### config.mk
export PLATFORM = sky130hd
export DESIGN_NAME = lmt_core
export DESIGN_NICKNAME = d
export VERILOG_FILES = /design/src/lmt_pkg.sv /design/src/lmt_core.sv /design/src/lmt_frame_div.sv /design/src/lmt_ram_latch.sv
export VERILOG_INCLUDE_DIRS = /design/src
export SDC_FILE = /design/constraint.sdc
export NUM_CORES = 1
export LEC_CHECK = 0
export ABC_AREA = 1
export BUFFER_PORTS_ARGS = -buffer_cell sky130_fd_sc_hd__buf_2
export CAP_MARGIN = 0
export CORE_AREA = 2 2 197 219
export DETAILED_ROUTE_END_ITERATION = 6
export DIE_AREA = 0 0 199 221
export PLACE_DENSITY = 0.58
export SLEW_MARGIN = 20
export SYNTH_ARGS = -nofsm -noshare
export SYNTH_HDL_FRONTEND = slang
export SYNTH_SLANG_ARGS = --single-unit
### constraint.sdc
create_clock -name clk -period 3.5 [get_ports clk]
set_input_delay 0.7 -clock clk [delete_from_list [all_inputs] [get_ports clk]]
set_output_delay 0.7 -clock clk [all_outputs]
set_load 0.01 [all_outputs]
### src/lmt_defines.svh
// Purpose: Offsets, field positions, reset values and timing counts of the LCD timing core.
// Assumes: Included by bare name from every design file that needs it.
// Notes: Definitions only.
`ifndef LMT_DEFINES_SVH
`define LMT_DEFINES_SVH

// ----------------------------------------
// Geometry
// ----------------------------------------
`define LMT_SEGMENTS 40
`define LMT_LAST_ADDR 6'h27

// ----------------------------------------
// Timing counts: frame divisors in timing ticks, oscillator half period in clock cycles
// ----------------------------------------
`define LMT_FRAME_DIV_NORMAL 12'hB40
`define LMT_FRAME_DIV_SAVE 12'h1E0
`define LMT_OSC_HALF_CYCLES 4'h4

// ----------------------------------------
// Command codes
// ----------------------------------------
`define LMT_CMD_MODE_SET 3'h0
`define LMT_CMD_LOAD_PTR 3'h1
`define LMT_CMD_DEV_SEL 3'h2
`define LMT_CMD_BANK_SEL 3'h3
`define LMT_CMD_BLINK 3'h4

// ----------------------------------------
// Mode set and bank select argument fields
// ----------------------------------------
`define LMT_ARG_MUX_LSB 0
`define LMT_ARG_HALF_BIT 2
`define LMT_ARG_ENABLE_BIT 3
`define LMT_ARG_SAVE_BIT 4
`define LMT_ARG_IN_BANK_BIT 1
`define LMT_ARG_OUT_BANK_BIT 0

// ----------------------------------------
// Reset values and drive levels (0 = top supply, 3 = panel supply)
// ----------------------------------------
`define LMT_RST_HALF_BIAS 1'b0
`define LMT_LVL_TOP 2'h0
`define LMT_LVL_ONE 2'h1
`define LMT_LVL_TWO 2'h2
`define LMT_LVL_BOT 2'h3

`endif

### src/lmt_pkg.sv
// Purpose: Types shared by the LCD timing core modules.
// Assumes: Constants come from lmt_defines.svh.
// Notes: lmt_frame_div and lmt_ram_latch keep all of their state in one struct declared here.
package lmt_pkg;

  // ----------------------------------------
  // Drive configuration
  // ----------------------------------------
  typedef enum logic [1:0] {LMT_MUX_STATIC, LMT_MUX_2, LMT_MUX_3, LMT_MUX_4} lmt_mux_type;

  // ----------------------------------------
  // Module state
  // ----------------------------------------
  typedef struct packed {
    logic [11:0] cnt;
    logic [1:0] phase;
    logic half;
    logic slot_start;
  } lmt_div_state_type;

  typedef struct packed {
    logic [39:0][3:0] ram;
    logic [39:0] shadow;
    logic [39:0] latch;
    logic [5:0] idx;
    logic [1:0] bit_sel;
    logic busy;
    logic ready;
    logic done;
  } lmt_lat_state_type;

endpackage : lmt_pkg

### src/lmt_core.sv
// Purpose: Timing, reset and multiplex control of a 40-segment, 4-backplane LCD driver.
// Assumes: Commands arrive already decoded from the serial bus; all pins synchronous to clk.
// Notes: Drive outputs are 2-bit level codes, 0 = top supply, 3 = panel supply.
// Contract
// After reset every backplane and segment drives the top supply until display enabled.
// Reset selects four-backplane multiplex with one-third bias.
// Reset turns blinking off and returns both bank selectors to default.
// Reset initialises serial interface, clears data pointer and subaddress counter.
// Host waits one millisecond after power-up before bus transfers; the host model waits SETTLE = 8 clock cycles after reset.
// Half bias bypasses the middle ladder resistor, giving three levels.
// Static, 1:2 half/third, 1:3 and 1:4 third or half bias supported.
// Mux and bias change only through the decoded mode-set command.
// Active backplanes equal multiplex ratio.
// With internal oscillator the clock pin drives the clock out.
// Oscillator input tied high selects external clock on the clock pin.
// Normal mode frame equals clock divided by 2880.
// Power-saving mode frame equals clock divided by 480.
// Host supplies clock above 125 kHz for full 100 kHz bus rate.
// Host keeps the clock running always to avoid DC on panel.
// Sync line keeps cascaded drivers' multiplex timing aligned.
// Latch holds one RAM column per phase, reloaded each phase.
// Unabsorbed display data stalls the transfer instead of being dropped.
// RAM bit n drives backplane n segment; address maps to segment one-to-one.
// Output bank steps bits 0-3, 0-2, 0-1 or 0 per mode.
// Waveforms invert in alternate frame halves for zero average voltage.
`include "lmt_defines.svh"
`timescale 1ns/1ns
`default_nettype none
module lmt_core
  import lmt_pkg::*;
(
  input wire logic clk,
  input wire logic rst_n,
  input wire logic osc_tied_high,
  input wire logic clk_pin_in,
  output logic clk_pin_out,
  output logic clk_pin_oe,
  input wire logic sync_in,
  output logic sync_out,
  output logic sync_oe,
  input wire logic [2:0] hw_subaddr,
  input wire logic cmd_valid,
  input wire logic [2:0] cmd_code,
  input wire logic [7:0] cmd_arg,
  input wire logic data_valid,
  input wire logic [3:0] data_word,
  output logic data_ready,
  output logic [1:0] backplane_out_0,
  output logic [1:0] backplane_out_1,
  output logic [1:0] backplane_out_2,
  output logic [1:0] backplane_out_3,
  output logic [79:0] segment_out,
  output logic ladder_mid_bypass,
  output logic [2:0] active_backplanes,
  output logic display_enable,
  output logic power_save,
  output logic [1:0] blink_mode,
  output logic in_bank,
  output logic out_bank,
  output logic [5:0] data_pointer,
  output logic [2:0] subaddr_count,
  output logic serial_if_init
);

  typedef struct packed {
    lmt_mux_type mux;
    logic half_bias;
    logic enable;
    logic save;
    logic [1:0] blink;
    logic in_bank;
    logic out_bank;
    logic [5:0] ptr;
    logic [2:0] sub;
    logic init;
    logic [3:0] osc_cnt;
    logic osc_clk;
    logic ext_prev;
    logic sync_prev;
    logic sync_drive;
    logic [1:0] pend_phase;
    logic pend_half;
    logic [1:0] shown_phase;
    logic shown_half;
    logic [3:0][1:0] bp;
    logic [79:0] seg;
  } lmt_core_state_type;

  lmt_core_state_type s;
  lmt_core_state_type next_s;
  logic tick;
  logic resync;
  logic slot_start;
  logic [1:0] phase;
  logic half;
  logic [1:0] load_bit;
  logic wr_store;
  logic [3:0] wr_data;
  logic [3:0] wr_mask;
  logic wr_ready;
  logic load_done;
  logic [39:0] latch;
  logic [1:0] seg_lvl [0:39];
  logic [1:0] on_lvl;
  logic [1:0] off_lvl;
  logic [1:0] sel_lvl;
  logic [1:0] unsel_lvl;
  logic [1:0] inv;

  // ----------------------------------------
  // Timing tick: own oscillator or external clock edge
  // ----------------------------------------
  // Edge of the generated or the external clock; pin is sampled as synchronous
  assign tick = osc_tied_high ? (clk_pin_in && !s.ext_prev)
                              : (s.osc_cnt == `LMT_OSC_HALF_CYCLES - 4'h1 && !s.osc_clk);
  // A falling sync edge we did not cause restarts our frame
  assign resync = !sync_in && s.sync_prev && !s.sync_drive;

  lmt_frame_div u_div (
    .clk(clk),
    .rst_n(rst_n),
    .tick(tick),
    .power_save(s.save),
    .mux(s.mux),
    .resync(resync),
    .slot_start(slot_start),
    .phase(phase),
    .half(half)
  );

  // ----------------------------------------
  // Output bank: RAM bit shown in this slot
  // ----------------------------------------
  always_comb
  begin
    unique case (s.mux)
      LMT_MUX_STATIC: load_bit = s.out_bank ? 2'h2 : 2'h0;
      LMT_MUX_2: load_bit = {s.out_bank, phase[0]};
      default: load_bit = phase;
    endcase
  end

  // ----------------------------------------
  // Input bank: which RAM bits a data word lands in
  // ----------------------------------------
  always_comb
  begin
    wr_store = (s.sub == hw_subaddr);
    unique case (s.mux)
      LMT_MUX_STATIC:
      begin
        wr_data = {1'b0, data_word[0], 1'b0, data_word[0]};
        wr_mask = s.in_bank ? 4'h4 : 4'h1;
      end
      LMT_MUX_2:
      begin
        wr_data = {data_word[1:0], data_word[1:0]};
        wr_mask = s.in_bank ? 4'hC : 4'h3;
      end
      default:
      begin
        wr_data = data_word;
        wr_mask = 4'hF;
      end
    endcase
  end

  lmt_ram_latch u_lat (
    .clk(clk),
    .rst_n(rst_n),
    .load_start(slot_start),
    .load_bit(load_bit),
    .wr_valid(data_valid),
    .wr_store(wr_store),
    .wr_addr(s.ptr),
    .wr_data(wr_data),
    .wr_mask(wr_mask),
    .wr_ready(wr_ready),
    .load_done(load_done),
    .latch(latch)
  );

  // ----------------------------------------
  // Drive levels for the phase the latch now holds
  // ----------------------------------------
  always_comb
  begin
    inv = {s.shown_half, s.shown_half};
    if (s.mux == LMT_MUX_STATIC)
    begin
      sel_lvl = `LMT_LVL_TOP ^ inv;
      unsel_lvl = `LMT_LVL_TOP ^ inv;
      on_lvl = `LMT_LVL_BOT ^ inv;
      off_lvl = `LMT_LVL_TOP ^ inv;
    end
    else
    begin
      // Half bias puts an off segment on the panel supply instead of tap two; the unselected level stays on tap one
      sel_lvl = `LMT_LVL_BOT ^ inv;
      unsel_lvl = `LMT_LVL_ONE ^ inv;
      on_lvl = `LMT_LVL_TOP ^ inv;
      off_lvl = (s.half_bias ? `LMT_LVL_BOT : `LMT_LVL_TWO) ^ inv;
    end
  end

  // Per-segment level from the latched column
  genvar gi;
  generate
    for (gi = 0; gi < `LMT_SEGMENTS; gi = gi + 1)
    begin : g_seg
      assign seg_lvl[gi] = latch[gi] ? on_lvl : off_lvl;
    end
  endgenerate

  // ----------------------------------------
  // Command decode, data pointer, waveform registers
  // ----------------------------------------
  always_comb
  begin
    next_s = s;
    next_s.init = 1'b0;
    next_s.ext_prev = clk_pin_in;
    next_s.sync_prev = sync_in;
    // Own oscillator, also driven out for cascaded drivers
    if (s.osc_cnt == `LMT_OSC_HALF_CYCLES - 4'h1)
    begin
      next_s.osc_cnt = 4'h0;
      next_s.osc_clk = ~s.osc_clk;
    end
    else
      next_s.osc_cnt = s.osc_cnt + 4'h1;
    // Pull sync low through the first slot of each frame
    if (slot_start)
      next_s.sync_drive = (phase == 2'h0) && !half;
    if (slot_start)
    begin
      next_s.pend_phase = phase;
      next_s.pend_half = half;
    end
    // Phase and polarity follow the latch, not the divider, so data and levels match
    if (load_done)
    begin
      next_s.shown_phase = s.pend_phase;
      next_s.shown_half = s.pend_half;
    end
    if (cmd_valid)
    begin
      unique case (cmd_code)
        `LMT_CMD_MODE_SET:
        begin
          next_s.mux = lmt_mux_type'(cmd_arg[`LMT_ARG_MUX_LSB +: 2]);
          next_s.half_bias = cmd_arg[`LMT_ARG_HALF_BIT];
          next_s.enable = cmd_arg[`LMT_ARG_ENABLE_BIT];
          next_s.save = cmd_arg[`LMT_ARG_SAVE_BIT];
        end
        `LMT_CMD_LOAD_PTR:
          next_s.ptr = (cmd_arg[5:0] > `LMT_LAST_ADDR) ? 6'h00 : cmd_arg[5:0];
        `LMT_CMD_DEV_SEL:
          next_s.sub = cmd_arg[2:0];
        `LMT_CMD_BANK_SEL:
        begin
          next_s.in_bank = cmd_arg[`LMT_ARG_IN_BANK_BIT];
          next_s.out_bank = cmd_arg[`LMT_ARG_OUT_BANK_BIT];
        end
        `LMT_CMD_BLINK:
          next_s.blink = cmd_arg[1:0];
        default:
          next_s.blink = s.blink;
      endcase
    end
    // Accepted words advance the pointer even when storage is inhibited
    if (data_valid && wr_ready)
    begin
      if (s.ptr >= `LMT_LAST_ADDR)
      begin
        next_s.ptr = 6'h00;
        next_s.sub = s.sub + 3'h1;
      end
      else
        next_s.ptr = s.ptr + 6'h01;
    end
    // Backplanes beyond the ratio repeat an active one
    for (int b = 0; b < 4; b++)
    begin
      logic [1:0] bp_phase;
      bp_phase = 2'(b);
      unique case (s.mux)
        LMT_MUX_STATIC: bp_phase = 2'h0;
        LMT_MUX_2: bp_phase = {1'b0, bp_phase[0]};
        LMT_MUX_3: bp_phase = (b == 3) ? 2'h1 : bp_phase;
        LMT_MUX_4: bp_phase = 2'(b);
      endcase
      if (!s.enable)
        next_s.bp[b] = `LMT_LVL_TOP;
      else
        next_s.bp[b] = (bp_phase == s.shown_phase) ? sel_lvl : unsel_lvl;
    end
    for (int i = 0; i < `LMT_SEGMENTS; i++)
      next_s.seg[2 * i +: 2] = s.enable ? seg_lvl[i] : `LMT_LVL_TOP;
  end

  // ----------------------------------------
  // State register
  // ----------------------------------------
  always_ff @(posedge clk)
  begin
    if (!rst_n)
    begin
      s <= '0;
      s.mux <= LMT_MUX_4;
      s.half_bias <= `LMT_RST_HALF_BIAS;
      s.init <= 1'b1;
      s.sync_prev <= 1'b1;
    end
    else
      s <= next_s;
  end

  // ----------------------------------------
  // Outputs, all from flip-flops except clk_pin_oe (from osc_tied_high) and sync_out (constant)
  // ----------------------------------------
  assign clk_pin_out = s.osc_clk;
  assign clk_pin_oe = !osc_tied_high;
  assign sync_out = 1'b0;
  assign sync_oe = s.sync_drive;
  assign data_ready = wr_ready;
  assign backplane_out_0 = s.bp[0];
  assign backplane_out_1 = s.bp[1];
  assign backplane_out_2 = s.bp[2];
  assign backplane_out_3 = s.bp[3];
  assign segment_out = s.seg;
  assign ladder_mid_bypass = s.half_bias && (s.mux != LMT_MUX_STATIC);
  assign active_backplanes = 3'(s.mux) + 3'h1;
  assign display_enable = s.enable;
  assign power_save = s.save;
  assign blink_mode = s.blink;
  assign in_bank = s.in_bank;
  assign out_bank = s.out_bank;
  assign data_pointer = s.ptr;
  assign subaddr_count = s.sub;
  assign serial_if_init = s.init;

endmodule : lmt_core
`default_nettype wire

### src/lmt_frame_div.sv
// Purpose: Frame divider: splits each frame into two halves of one slot per backplane.
// Assumes: tick marks one edge of the selected timing clock.
// Notes: Slot length is the frame divisor over twice the multiplex ratio.
`include "lmt_defines.svh"
`timescale 1ns/1ns
`default_nettype none
module lmt_frame_div
  import lmt_pkg::*;
(
  input wire logic clk,
  input wire logic rst_n,
  input wire logic tick,
  input wire logic power_save,
  input wire lmt_mux_type mux,
  input wire logic resync,
  output logic slot_start,
  output logic [1:0] phase,
  output logic half
);

  lmt_div_state_type s;
  lmt_div_state_type next_s;
  logic [11:0] base;
  logic [11:0] slot_len;

  // ----------------------------------------
  // Slot length per mode
  // ----------------------------------------
  always_comb
  begin
    base = power_save ? `LMT_FRAME_DIV_SAVE : `LMT_FRAME_DIV_NORMAL;
    unique case (mux)
      LMT_MUX_STATIC: slot_len = base >> 1;
      LMT_MUX_2: slot_len = base >> 2;
      LMT_MUX_3: slot_len = base / 12'h006;
      LMT_MUX_4: slot_len = base >> 3;
    endcase
  end

  // ----------------------------------------
  // Slot counter, phase and frame half
  // ----------------------------------------
  always_comb
  begin
    next_s = s;
    next_s.slot_start = 1'b0;
    if (resync)
    begin
      // Restart aligned with the other drivers in the cascade
      next_s.cnt = 12'h000;
      next_s.phase = 2'h0;
      next_s.half = 1'b0;
      next_s.slot_start = 1'b1;
    end
    else if (tick)
    begin
      if (s.cnt >= slot_len - 12'h001)
      begin
        next_s.cnt = 12'h000;
        next_s.slot_start = 1'b1;
        if (s.phase >= 2'(mux))
        begin
          next_s.phase = 2'h0;
          next_s.half = ~s.half;
        end
        else
          next_s.phase = s.phase + 2'h1;
      end
      else
        next_s.cnt = s.cnt + 12'h001;
    end
  end

  always_ff @(posedge clk)
  begin
    if (!rst_n)
      s <= '0;
    else
      s <= next_s;
  end

  assign slot_start = s.slot_start;
  assign phase = s.phase;
  assign half = s.half;

endmodule : lmt_frame_div
`default_nettype wire

### src/lmt_ram_latch.sv
// Purpose: Display RAM with a shift-style transfer into the display latch.
// Assumes: One reload is started per multiplex slot.
// Notes: Writes stall while a transfer is running, so a data word is held, never lost.
`include "lmt_defines.svh"
`timescale 1ns/1ns
`default_nettype none
module lmt_ram_latch
  import lmt_pkg::*;
(
  input wire logic clk,
  input wire logic rst_n,
  input wire logic load_start,
  input wire logic [1:0] load_bit,
  input wire logic wr_valid,
  input wire logic wr_store,
  input wire logic [5:0] wr_addr,
  input wire logic [3:0] wr_data,
  input wire logic [3:0] wr_mask,
  output logic wr_ready,
  output logic load_done,
  output logic [39:0] latch
);

  lmt_lat_state_type s;
  lmt_lat_state_type next_s;

  // ----------------------------------------
  // Transfer walks one address per cycle, then swaps the latch in whole
  // ----------------------------------------
  always_comb
  begin
    next_s = s;
    next_s.done = 1'b0;
    if (s.busy)
    begin
      next_s.shadow[s.idx] = s.ram[s.idx][s.bit_sel];
      if (s.idx == `LMT_LAST_ADDR)
      begin
        next_s.latch = next_s.shadow;
        next_s.busy = 1'b0;
        next_s.ready = 1'b1;
        next_s.done = 1'b1;
      end
      else
        next_s.idx = s.idx + 6'h01;
    end
    else if (load_start)
    begin
      next_s.busy = 1'b1;
      next_s.ready = 1'b0;
      next_s.idx = 6'h00;
      next_s.bit_sel = load_bit;
    end
    // Store only when ready; stalled writes wait at the port
    if (wr_valid && s.ready && wr_store && wr_addr <= `LMT_LAST_ADDR)
      next_s.ram[wr_addr] = (s.ram[wr_addr] & ~wr_mask) | (wr_data & wr_mask);
    if (load_start && !s.busy)
      next_s.ready = 1'b0;
  end

  always_ff @(posedge clk)
  begin
    if (!rst_n)
    begin
      s <= '0;
      s.ready <= 1'b1;
    end
    else
      s <= next_s;
  end

  assign wr_ready = s.ready;
  assign load_done = s.done;
  assign latch = s.latch;

endmodule : lmt_ram_latch
`default_nettype wire

==> results of run 1 <==
power by group through the flow:
stage                     clock [W]  sequential, W  combinational, W
after CTS                   0.00477        0.00446          0.000638
after detailed placement          0        0.00456          0.000635
after floorplan                   0        0.00455          0.000456
final                       0.00465        0.00447          0.000647
after global placement            0        0.00456          0.000632
after global routing        0.00492        0.00447          0.000703
per-stage QoR:
| step | instances | hold WS (ps) | setup WS [ps] | cell area, sq um | util (%) |
|---|---|---|---|---|---|
| 3_3_place_gp | 3180 | 428 | 328 | 18900 | 45.3 |
| 5_1_grt | 3259 | 333 | 0.381 | 20400 | 48.9 |
| 2_1_floorplan | 2661 | 418 | 558 | 18600 | - |
| 4_1_cts | 3259 | 297 | 256 | 20400 | 48.8 |
| 6_report | 3259 | 332 | 364 | 20400 | 48.9 |
| 3_5_place_dp | 3180 | 433 | 266 | 18900 | 45.3 |
cell usage after synthesis, drive strengths merged (4+ instances only):
cell type / instances / share of area, %
a211oi: 7 / 0.28
a21oi: 303 / 8.2
a22oi: 24 / 1.0
a31oi: 7 / 0.24
buf: 162 / 6.4
clkbuf: 62 / 1.3
dfxtp: 385 / 41
ha: 24 / 1.6
inv: 213 / 4.3
nand2: 733 / 15
nand3: 170 / 4.7
nand3b: 4 / 0.16
nand4: 21 / 0.71
nor2: 177 / 3.6
nor3: 15 / 0.49
o211ai: 18 / 0.73
o21ai: 245 / 6.6
o22ai: 16 / 0.54
or2: 46 / 1.5
xnor2: 5 / 0.24
xor2: 12 / 0.57
sequential cells by signal (all words and copies together), names as in the netlist, 3 cells and up:
register,flops
s,14
segment_out,80
data_pointer,6
u_lat.s,209
u_div.s,12
subaddr_count,3
u_lat.latch,40
what timing repair did:
| action | 4_1_cts | 5_1_grt |
|---|---|---|
| setup buffers | 0 | 0 |
| resized for setup | 0 | 3 |
| setup endpoints to repair | 0 | 11 |
kinds of logic after synthesis:
family	share of synthesized area (%)
flops	41.5
buf+inv	12.0
compound gates	17.9
xor+xnor	0.801
simple gates	26.1
other cells	0.0404
fa+ha+maj	1.62
tightest hold or removal path: stages:
cell                      delay (ps)
sky130_fd_sc_hd__buf_2            90
sky130_fd_sc_hd__nand2_1          40
sky130_fd_sc_hd__inv_1            40
worst paths after layout:
kind / startpoint / cells past startpoint / to
worst max register to register: s[119] / 17 / u_div.s[10]
worst max-delay path: s[119] / 17 / u_div.s[10]
worst min register to register: s[98] / 1 / s[98]
worst min-delay path: clk_pin_in / 3 / s[96]
layout make-up:
cell class | count | area [sq um]
flip-flops and latches | 385 | 7710
repair buffers | 176 | 1050
clock inverters | 20 | 224
inverters | 215 | 807
multi-input cells | 1837 | 8670
fillers | 4203 | 21400
clock buffers | 59 | 1260
well taps | 567 | 709
routing by layer:
layer / wire [microns] / share of wire, % / track usage (%)
met5: 0 / 0 / 0
met4: 1780 / 3.3 / 8.98
met3: 3040 / 5.6 / 3.29
met2: 25600 / 47 / 41.2
met1: 24000 / 44 / 32.0
==> flow_summary.json, run 1 <==
{
  "status": "completed",
  "drt_pre_antenna_iters": 6,
  "timing.critical_path.required_ps": 4000,
  "clk_latency_ps": 590,
  "switching_share_pct": 24.7,
  "dr.first_iter.drc_count": 1368,
  "synth-edff-count": 0,
  "htreeDepth": 2,
  "floorplan.die.height_microns": 221,
  "cts_tree": "done",
  "crit_path_cell_trace": "inv_1 > ha_2 > inv_1 > a31oi_1 > ha_1 > nand2_1 > nor2_1 > nor2_1 > ha_1 > nand2_1 > nor2_1 > nand3_1 > o2111ai_1 > nand2_2 > nand3_1 > buf_4 > nor3_1",
  "end_kind": "register",
  "route.detailed.drc": 0,
  "final_common_cell": "sky130_fd_sc_hd__nand2_1",
  "synth.cell_area_sq_mm": 0.0186,
  "primary_ff_master_synth": "sky130_fd_sc_hd__dfxtp_1",
  "grt_pass1_vias": 15968,
  "die_area_sq_mm": 0.0440,
  "setup.reg_to_reg.worst_slack_ps": 360,
  "synth_warnings": 0,
  "vias_per_cell": 5.27,
  "routed-via-count": 17174,
  "relSlewSlack_pct": 41.4,
  "grt_antenna_before_repair": 0,
  "std_cell_rows": 79,
  "post_synthesis_cells": 2661,
  "finalMaxSlewViolations": 0,
  "crit_path_max_fanout": 9,
  "critical-path-slowest-cell": "sky130_fd_sc_hd__dfxtp_1",
  "dp.final_hpwl_microns": 36900,
  "area_delta_synth_final_pct": 9.98,
  "pwr-share-comb_pct": 6.6,
  "worst_path_most_repeated_cell": "sky130_fd_sc_hd__nor2_1",
  "route.detailed.wl_per_inst_microns": 16.7,
  "routabilityCongestion": 0.935,
  "critical_path_class": "reg -> reg",
  "antenna_cells": 0,
  "drt_wl_total_microns": 54400,
  "synth_area_per_cell_sq_um": 6.98,
  "post_cts_hold_buffer_count": 0,
  "net_switching_w": 0.00241,
  "critPathBufInv": 3,
  "port-buffer-count": 134,
  "clk_root_buffer_cell": "sky130_fd_sc_hd__clkbuf_16",
  "global_route.usage.total_pct": 24.5,
  "cellPowerDensity_mw_per_mm2": 478,
  "post_synth_num_cell_types": 42,
  "sequentialPowerShare_pct": 45.7,
  "initial_core_util_pct": 44.4,
  "horiz_die_dim_microns": 199,
  "worst_pin_slew_ps": 879,
  "worst_ep_arrival_time_ps": 3630,
  "mostFrequentLayoutCells": "sky130_fd_sc_hd__nand2_1 (727), sky130_fd_sc_hd__dfxtp_1 (384), sky130_fd_sc_hd__a21oi_1 (302), sky130_fd_sc_hd__o21ai_0 (235), sky130_fd_sc_hd__inv_1 (200)",
  "skew_ps": 22.1,
  "clock_sink_count": 385,
  "p_clk_share_pct": 47.6,
  "synth-async-reset-ratio_pct": 0,
  "power.internal_w": 0.00735,
  "layout_min_cycle_time_ps": 3140,
  "cp_slowest_stage_delay_ps": 370,
  "fin_tns_setup_ps": 0,
  "clk_pin_slew_ps": 60,
  "path_delay_family": "simple AND/OR/NAND/NOR gates",
  "rsz_0062_raised_after_global_routing": "false",
  "finalCritPeriodShare_pct": 89.6,
  "layout-drive-gt1-share_pct": 12.2,
  "core_region_area_sq_mm": 0.0418,
  "io_pins": 138,
  "final_net_count": 2707,
  "synth-seq-area-share_pct": 41.5,
  "grt_max_degree": 134,
  "cts_buffers": 43,
  "final-hold-violation-count": 0,
  "drv_cap": 0,
  "finalSetupViolCount": 0,
  "ir_worst_vdd_mv": 0.564,
  "total_leakage_power_nw": 9.16,
  "antenna_violating_nets_post_route": 0,
  "power_w": 0.00976,
  "startpoint_type_of_the_worst_setup_path": "register",
  "grt_remaining_overflow": 0,
  "global_route_wire_length_before_repair_microns": 85900,
  "synth_nets": 2710,
  "max_freq_mhz": 319,
  "yosys_register_bits": 385,
  "holdCritPathClass": "in -> reg",
  "clk_path_buf_depth": 3
}
Note: power is estimated with default switching activity, not from simulation.
==> run 2, diff against run 1 <==
CORE_AREA = 2 2 199 221   (was 2 2 197 219)
DIE_AREA = 0 0 201 223   (was 0 0 199 221)
GPL_TIMING_DRIVEN = 0   (was default)
SYNTH_HIERARCHICAL = 1   (was default)
==> flow_summary.json, run 2 <==
{
  "status": "completed",
  "post_synth_num_cell_types": 47,
  "multiInputGateArea_sq_mm": 0.00872,
  "yosys-top-cells-area": "sky130_fd_sc_hd__dfxtp_1 (41%), sky130_fd_sc_hd__nand2_1 (14%), sky130_fd_sc_hd__a21oi_1 (8.8%), sky130_fd_sc_hd__o21ai_0 (7.6%), sky130_fd_sc_hd__buf_4 (6.2%)",
  "final-hold-violation-count": 0,
  "setup.reg_to_reg.worst_slack_ps": 50,
  "die_area_sq_mm": 0.0448,
  "clk_pin_slew_ps": 60,
  "setup_slack_ps": 49.2,
  "cts_buffers": 42,
  "ir_worst_vdd_mv": 0.349,
  "hold_startpoint": "sync_in",
  "critical_path.startpoint": "data_pointer[2]",
  "route.detailed.drc": 0,
  "synth-edff-count": 0,
  "layout-drive-gt1-share_pct": 16.8,
  "startpoint_type_of_the_worst_setup_path": "register",
  "synth-seq-area-share_pct": 40.7,
  "cts_tree": "done",
  "top_register": "u_lat/s",
  "pre_cts_slack_ps": 76.6,
  "global_route_wire_length_before_repair_microns": 97100,
  "final_net_count": 2942,
  "synth_area_per_cell_sq_um": 6.96,
  "r2r-start": "data_pointer[2]",
  "hold_depth": 3,
  "grt_antenna_before_repair": 3,
  "synth_nets": 2765,
  "rsz_0062_raised_after_global_routing": "false",
  "skew_ps": 19.2,
  "route.detailed.wl_per_inst_microns": 18.0,
  "clk_latency_ps": 580,
  "grt_pass1_vias": 17228,
  "vias_per_cell": 5.27,
  "dr.first_iter.drc_count": 1378,
  "routabilityCongestion": 0.975,
  "final_common_cell": "sky130_fd_sc_hd__nand2_1",
  "yosys-top-cells-count": "sky130_fd_sc_hd__nand2_1 (685), sky130_fd_sc_hd__dfxtp_1 (385), sky130_fd_sc_hd__a21oi_1 (333)",
  "post-cts-setup-buffer-count": 0,
  "placed_inst_area_sq_mm": 0.0203,
  "max_freq_mhz": 290,
  "end_kind": "register",
  "mostFrequentLayoutCells": "sky130_fd_sc_hd__nand2_1 (685), sky130_fd_sc_hd__dfxtp_1 (385), sky130_fd_sc_hd__a21oi_1 (333), sky130_fd_sc_hd__o21ai_0 (286), sky130_fd_sc_hd__nor2_1 (207)",
  "routed-via-count": 18445,
  "port-buffer-count": 133,
  "post_synthesis_cells": 2716,
  "global_route.usage.total_pct": 27.6,
  "yosys_register_bits": 385,
  "critical_path_class": "reg -> reg",
  "finalCritPeriodShare_pct": 98.6,
  "core_region_area_sq_mm": 0.0427,
  "detail_route.wirelength.met1_microns": 26700,
  "hold_endpoint": "s[95]",
  "htreeDepth": 2,
  "largest_register_ffs": 209,
  "total_leakage_power_nw": 9.90,
  "fill_cells": 4424,
  "finish.instance_area_sq_mm": 0.0218,
  "holdCritPathClass": "in -> reg",
  "utilization_after_layout_pct": 51.0,
  "synthDominantCellAreaShare_pct": 40.7,
  "critical_path.reg2reg.endpoint": "u_lat/s[235]",
  "finalMaxSlewViolations": 0,
  "horiz_die_dim_microns": 201,
  "synth-async-reset-ratio_pct": 0,
  "grt_max_degree": 15,
  "worst_pin_slew_ps": 990,
  "initial_core_util_pct": 44.3,
  "floorplan.die.height_microns": 223,
  "worst_ep_arrival_time_ps": 3880,
  "topRoutingLayerUsed": "met4",
  "timing.critical_path.required_ps": 3930,
  "crit_path_max_fanout": 10,
  "drt_wl_total_microns": 63100,
  "relSlewSlack_pct": 33.5,
  "area_delta_synth_final_pct": 15.3,
  "drt_pre_antenna_iters": 6,
  "io_pins": 138,
  "grt_remaining_overflow": 0,
  "clk_root_buffer_cell": "sky130_fd_sc_hd__clkbuf_16",
  "synthMostInstantiatedCell": "sky130_fd_sc_hd__nand2_1",
  "antenna_violating_nets_post_route": 0,
  "seqCellArea_sq_mm": 0.00771,
  "drv_cap": 0,
  "clock_sink_count": 385,
  "synth_warnings": 6,
  "layout_min_cycle_time_ps": 3450,
  "r2r_cells": 11,
  "finalSetupViolCount": 0,
  "std_cell_rows": 80,
  "dp.final_hpwl_microns": 45800,
  "dr_wl_met3_microns": 3510,
  "synth_top_cell_by_area": "sky130_fd_sc_hd__dfxtp_1",
  "wl_met2_microns": 29600,
  "synth.cell_area_sq_mm": 0.0189,
  "primary_ff_master_synth": "sky130_fd_sc_hd__dfxtp_1",
  "cellPowerDensity_mw_per_mm2": 470,
  "fin_tns_setup_ps": 0,
  "clk_path_buf_depth": 3
}
run 2: cell types whose count changed in the layout (fill, tap and decap cells not counted), moves of 7 or more:
cell / before / now
sky130_fd_sc_hd__nor2_1: 173 / 207
sky130_fd_sc_hd__a22oi_1: 23 / 16
sky130_fd_sc_hd__buf_2: 133 / 184
sky130_fd_sc_hd__clkbuf_1: 5 / 58
sky130_fd_sc_hd__nand2_1: 727 / 685
sky130_fd_sc_hd__o21ai_1: 9 / 46
sky130_fd_sc_hd__nand3_1: 164 / 85
sky130_fd_sc_hd__a21oi_1: 302 / 333
sky130_fd_sc_hd__buf_4: 37 / 155
sky130_fd_sc_hd__o21ai_0: 235 / 286
run 2: timing repair:
| action | 4_1_cts | 5_1_grt |
|---|---|---|
| endpoints found under the setup margin | 0 | 40 |
| gates resized for setup | 0 | 1 |
| hold buffers | 0 | 0 |
run 2: layout make-up:
class | count | area share (%)
clock inverter | 24 | 1.61
clock buffer | 53 | 5.28
sequential | 385 | 35.3
inverter | 215 | 3.70
tap | 574 | 3.29
timing repair buffer | 133 | 3.05
buffer | 267 | 7.72
antenna | 3 | 0.0344
multi-input combinational | 1849 | 40.0
run 2: worst max-delay path, cell delays in order (launching register included):
cell and delay (ps):
sky130_fd_sc_hd__dfxtp_1 400, sky130_fd_sc_hd__buf_4 210, sky130_fd_sc_hd__nand3_1 420, sky130_fd_sc_hd__inv_2 290, sky130_fd_sc_hd__buf_2 330, sky130_fd_sc_hd__nand2_1 100, sky130_fd_sc_hd__o2111ai_1 140, sky130_fd_sc_hd__o21ai_0 470
sky130_fd_sc_hd__nand2_1 180, sky130_fd_sc_hd__o21bai_4 390, sky130_fd_sc_hd__buf_4 270, sky130_fd_sc_hd__a21oi_1 90
run 2: how the worst max path moves through the flow:
stage / to / cells after the start
floorplan: u_div/s[4] / 12
global placement: u_lat/s[139] / 11
detailed placement: u_lat/s[139] / 11
CTS: u_lat/s[139] / 11
global route: u_lat/s[216] / 14
finish: u_lat/s[235] / 11
run 2: cell families after synthesis:
group           Yosys count  synth area share, %
mux                       1               0.0529
compound gates          727                 20.1
other cells               2               0.0397
simple gates           1082                 23.7
flops                   385                 40.7
buf+inv                 482                 13.2
xor+xnor                 13                0.602
fa+ha+maj                24                 1.59
run 2: per-layer routing:
| layer | GRT usage, % | vias to the layer above |
|---|---|---|
| met1 | 34.0 | 8528 |
| met4 | 14.5 | 0 |
| li1 | - | 9125 |
| met5 | 0 | - |
| met3 | 4.56 | 186 |
| met2 | 46.5 | 606 |
run 2: stage by stage:
stage / total power (W) / hold slack, ps / cells
CTS: 0.0103 / 309 / 3500
floorplan: 0.00516 / 418 / 2716
global route: 0.0106 / 327 / 3503
finish: 0.0103 / 339 / 3503
detailed placement: 0.00550 / 447 / 3423
global placement: 0.00549 / 431 / 3423
run 2: power by group:
group	switching, W	internal, W
combinational	0.000650	0.000261
clock	0.00189	0.00294
sequential	0.0000553	0.00446
total	0.00260	0.00766
==> run 3, diff against run 2 <==
CORE_AREA = 2 2 209 211   (was 2 2 199 221)
DIE_AREA = 0 0 211 213   (was 0 0 201 223)
==> flow_summary.json, run 3 (same netlist as run 2, synthesis figures left out) <==
{
  "dr.first_iter.drc_count": 1646,
  "cts_resized": 0,
  "final_net_count": 2943,
  "floorplan.die.height_microns": 213,
  "path_delay_family": "compound AO/OA/AOI/OAI gates",
  "crit_path_max_fanout": 10,
  "cellPowerDensity_mw_per_mm2": 455,
  "post-cts-setup-buffer-count": 0,
  "status": "completed",
  "layout-drive-gt1-share_pct": 16.7,
  "routabilityCongestion": 0.980,
  "global_route.usage.met1_pct": 35.8,
  "mostFrequentLayoutCells": "sky130_fd_sc_hd__nand2_1 (685), sky130_fd_sc_hd__dfxtp_1 (385), sky130_fd_sc_hd__a21oi_1 (333), sky130_fd_sc_hd__o21ai_0 (286), sky130_fd_sc_hd__nor2_1 (207)",
  "critical-path-slowest-cell": "sky130_fd_sc_hd__o21ai_0",
  "drt_pre_antenna_iters": 6,
  "io_pins": 138,
  "grt_antenna_before_repair": 1,
  "port-buffer-count": 133,
  "worst_pin_slew_ps": 971,
  "die_area_sq_mm": 0.0449,
  "worst_ep_arrival_time_ps": 3860,
  "vias_per_cell": 5.30,
  "crit_path_cell_trace": "buf_4 > nand3_1 > inv_2 > buf_2 > nand2_1 > o2111ai_1 > o21ai_0 > nand2_1 > o21bai_2 > buf_4 > a21oi_1",
  "cts_tree": "done",
  "end_kind": "register",
  "timing.critical_path.required_ps": 3930,
  "area_delta_synth_final_pct": 14.5,
  "antenna_violating_nets_post_route": 0,
  "critical_path_class": "reg -> reg",
  "drt_wl_total_microns": 61900,
  "top_register": "u_lat/s",
  "max_freq_mhz": 291,
  "finalMaxSlewViolations": 0,
  "clk_root_buffer_cell": "sky130_fd_sc_hd__clkbuf_16",
  "fin_tns_setup_ps": 0,
  "utilization_after_layout_pct": 50.7,
  "met3_usage_pct": 4.06,
  "routed-via-count": 18425,
  "core_region_area_sq_mm": 0.0427,
  "finalSetupViolCount": 0,
  "cp_slowest_stage_delay_ps": 480,
  "grt_pass1_vias": 17125,
  "pre_cts_slack_ps": 233,
  "grt_max_degree": 13,
  "clk_pin_slew_ps": 60,
  "largest_register_ffs": 209,
  "holdCritPathClass": "in -> reg",
  "critPathBufInv": 4,
  "initial_core_util_pct": 44.3,
  "std_cell_rows": 76,
  "clk_latency_ps": 590,
  "route.detailed.wl_per_inst_microns": 17.8,
  "total_leakage_power_nw": 9.83,
  "ir_worst_vdd_mv": 0.380,
  "clk_path_buf_depth": 3,
  "cts_buffers": 43,
  "dp.final_hpwl_microns": 45100,
  "grt_busiest_layer": "met2",
  "finalCritPeriodShare_pct": 98.1,
  "fill_cells": 4297,
  "global_route_wire_length_before_repair_microns": 96000,
  "relSlewSlack_pct": 35.3,
  "startpoint_type_of_the_worst_setup_path": "register",
  "setup_slack_ps": 67.2,
  "final_common_cell": "sky130_fd_sc_hd__nand2_1",
  "layout_min_cycle_time_ps": 3430,
  "rsz_0062_raised_after_global_routing": "false",
  "clock_sink_count": 385,
  "global_route.usage.total_pct": 27.5,
  "met2_usage_pct": 45.1,
  "final-hold-violation-count": 0,
  "horiz_die_dim_microns": 211,
  "drv_cap": 0,
  "route.detailed.drc": 0,
  "grt_remaining_overflow": 0,
  "post_cts_hold_buffer_count": 0,
  "htreeDepth": 2,
  "skew_ps": 27.6,
  "setup.reg_to_reg.worst_slack_ps": 70
}
[run 3: routing by layer]
metal	up-vias	routed length, microns
li1	9106	-
met1	8434	26700
met2	711	28100
met3	174	4200
met4	0	2950
met5	-	0
[run 3: cell type report]
cell class                 instances  area [sq um]  share of cell area, %
multi-input combinational       1849          8720                   40.2
sequential                       385          7710                   35.6
buffer                           267          1690                   7.78
clock buffer                      69          1310                   6.07
inverter                         215           807                   3.73
tap                              546           683                   3.15
timing repair buffer             133           666                   3.07
clock inverter                    10          73.8                  0.341
antenna                            1          2.50                 0.0116
[run 3: worst register-to-register path, cell delays in order (launching register included)]
cell and delay, ps:
sky130_fd_sc_hd__dfxtp_1 410, sky130_fd_sc_hd__buf_4 220, sky130_fd_sc_hd__nand3_1 380, sky130_fd_sc_hd__inv_2 270
sky130_fd_sc_hd__buf_2 330, sky130_fd_sc_hd__nand2_1 110, sky130_fd_sc_hd__o2111ai_1 130, sky130_fd_sc_hd__o21ai_0 480
sky130_fd_sc_hd__nand2_1 130, sky130_fd_sc_hd__o21bai_2 450, sky130_fd_sc_hd__buf_4 310, sky130_fd_sc_hd__a21oi_1 90
[run 3: final timing paths]
check,start,endpoint,cells after the start
max,data_pointer[2],u_lat/s[227],11
min,sync_in,s[95],3
max reg2reg,data_pointer[2],u_lat/s[227],11
min reg2reg,s[98],s[98],1
[run 3: metrics by stage]
step | hold slack, ps | cells | total power (W) | instance area [sq um]
floorplan | 418 | 2716 | 0.00516 | 18900
global placement | 429 | 3395 | 0.00548 | 20300
detailed placement | 440 | 3395 | 0.00549 | 20300
CTS | 299 | 3474 | 0.00993 | 21700
global route | 329 | 3475 | 0.0102 | 21700
finish | 327 | 3475 | 0.00984 | 21700
[run 3: power by group]
part | internal, W | total, W | switching [W]
Clock | 0.00258 | 0.00442 | 0.00185
Combinational | 0.000261 | 0.000902 | 0.000641
Sequential | 0.00446 | 0.00452 | 0.0000567
Total | 0.00730 | 0.00984 | 0.00255
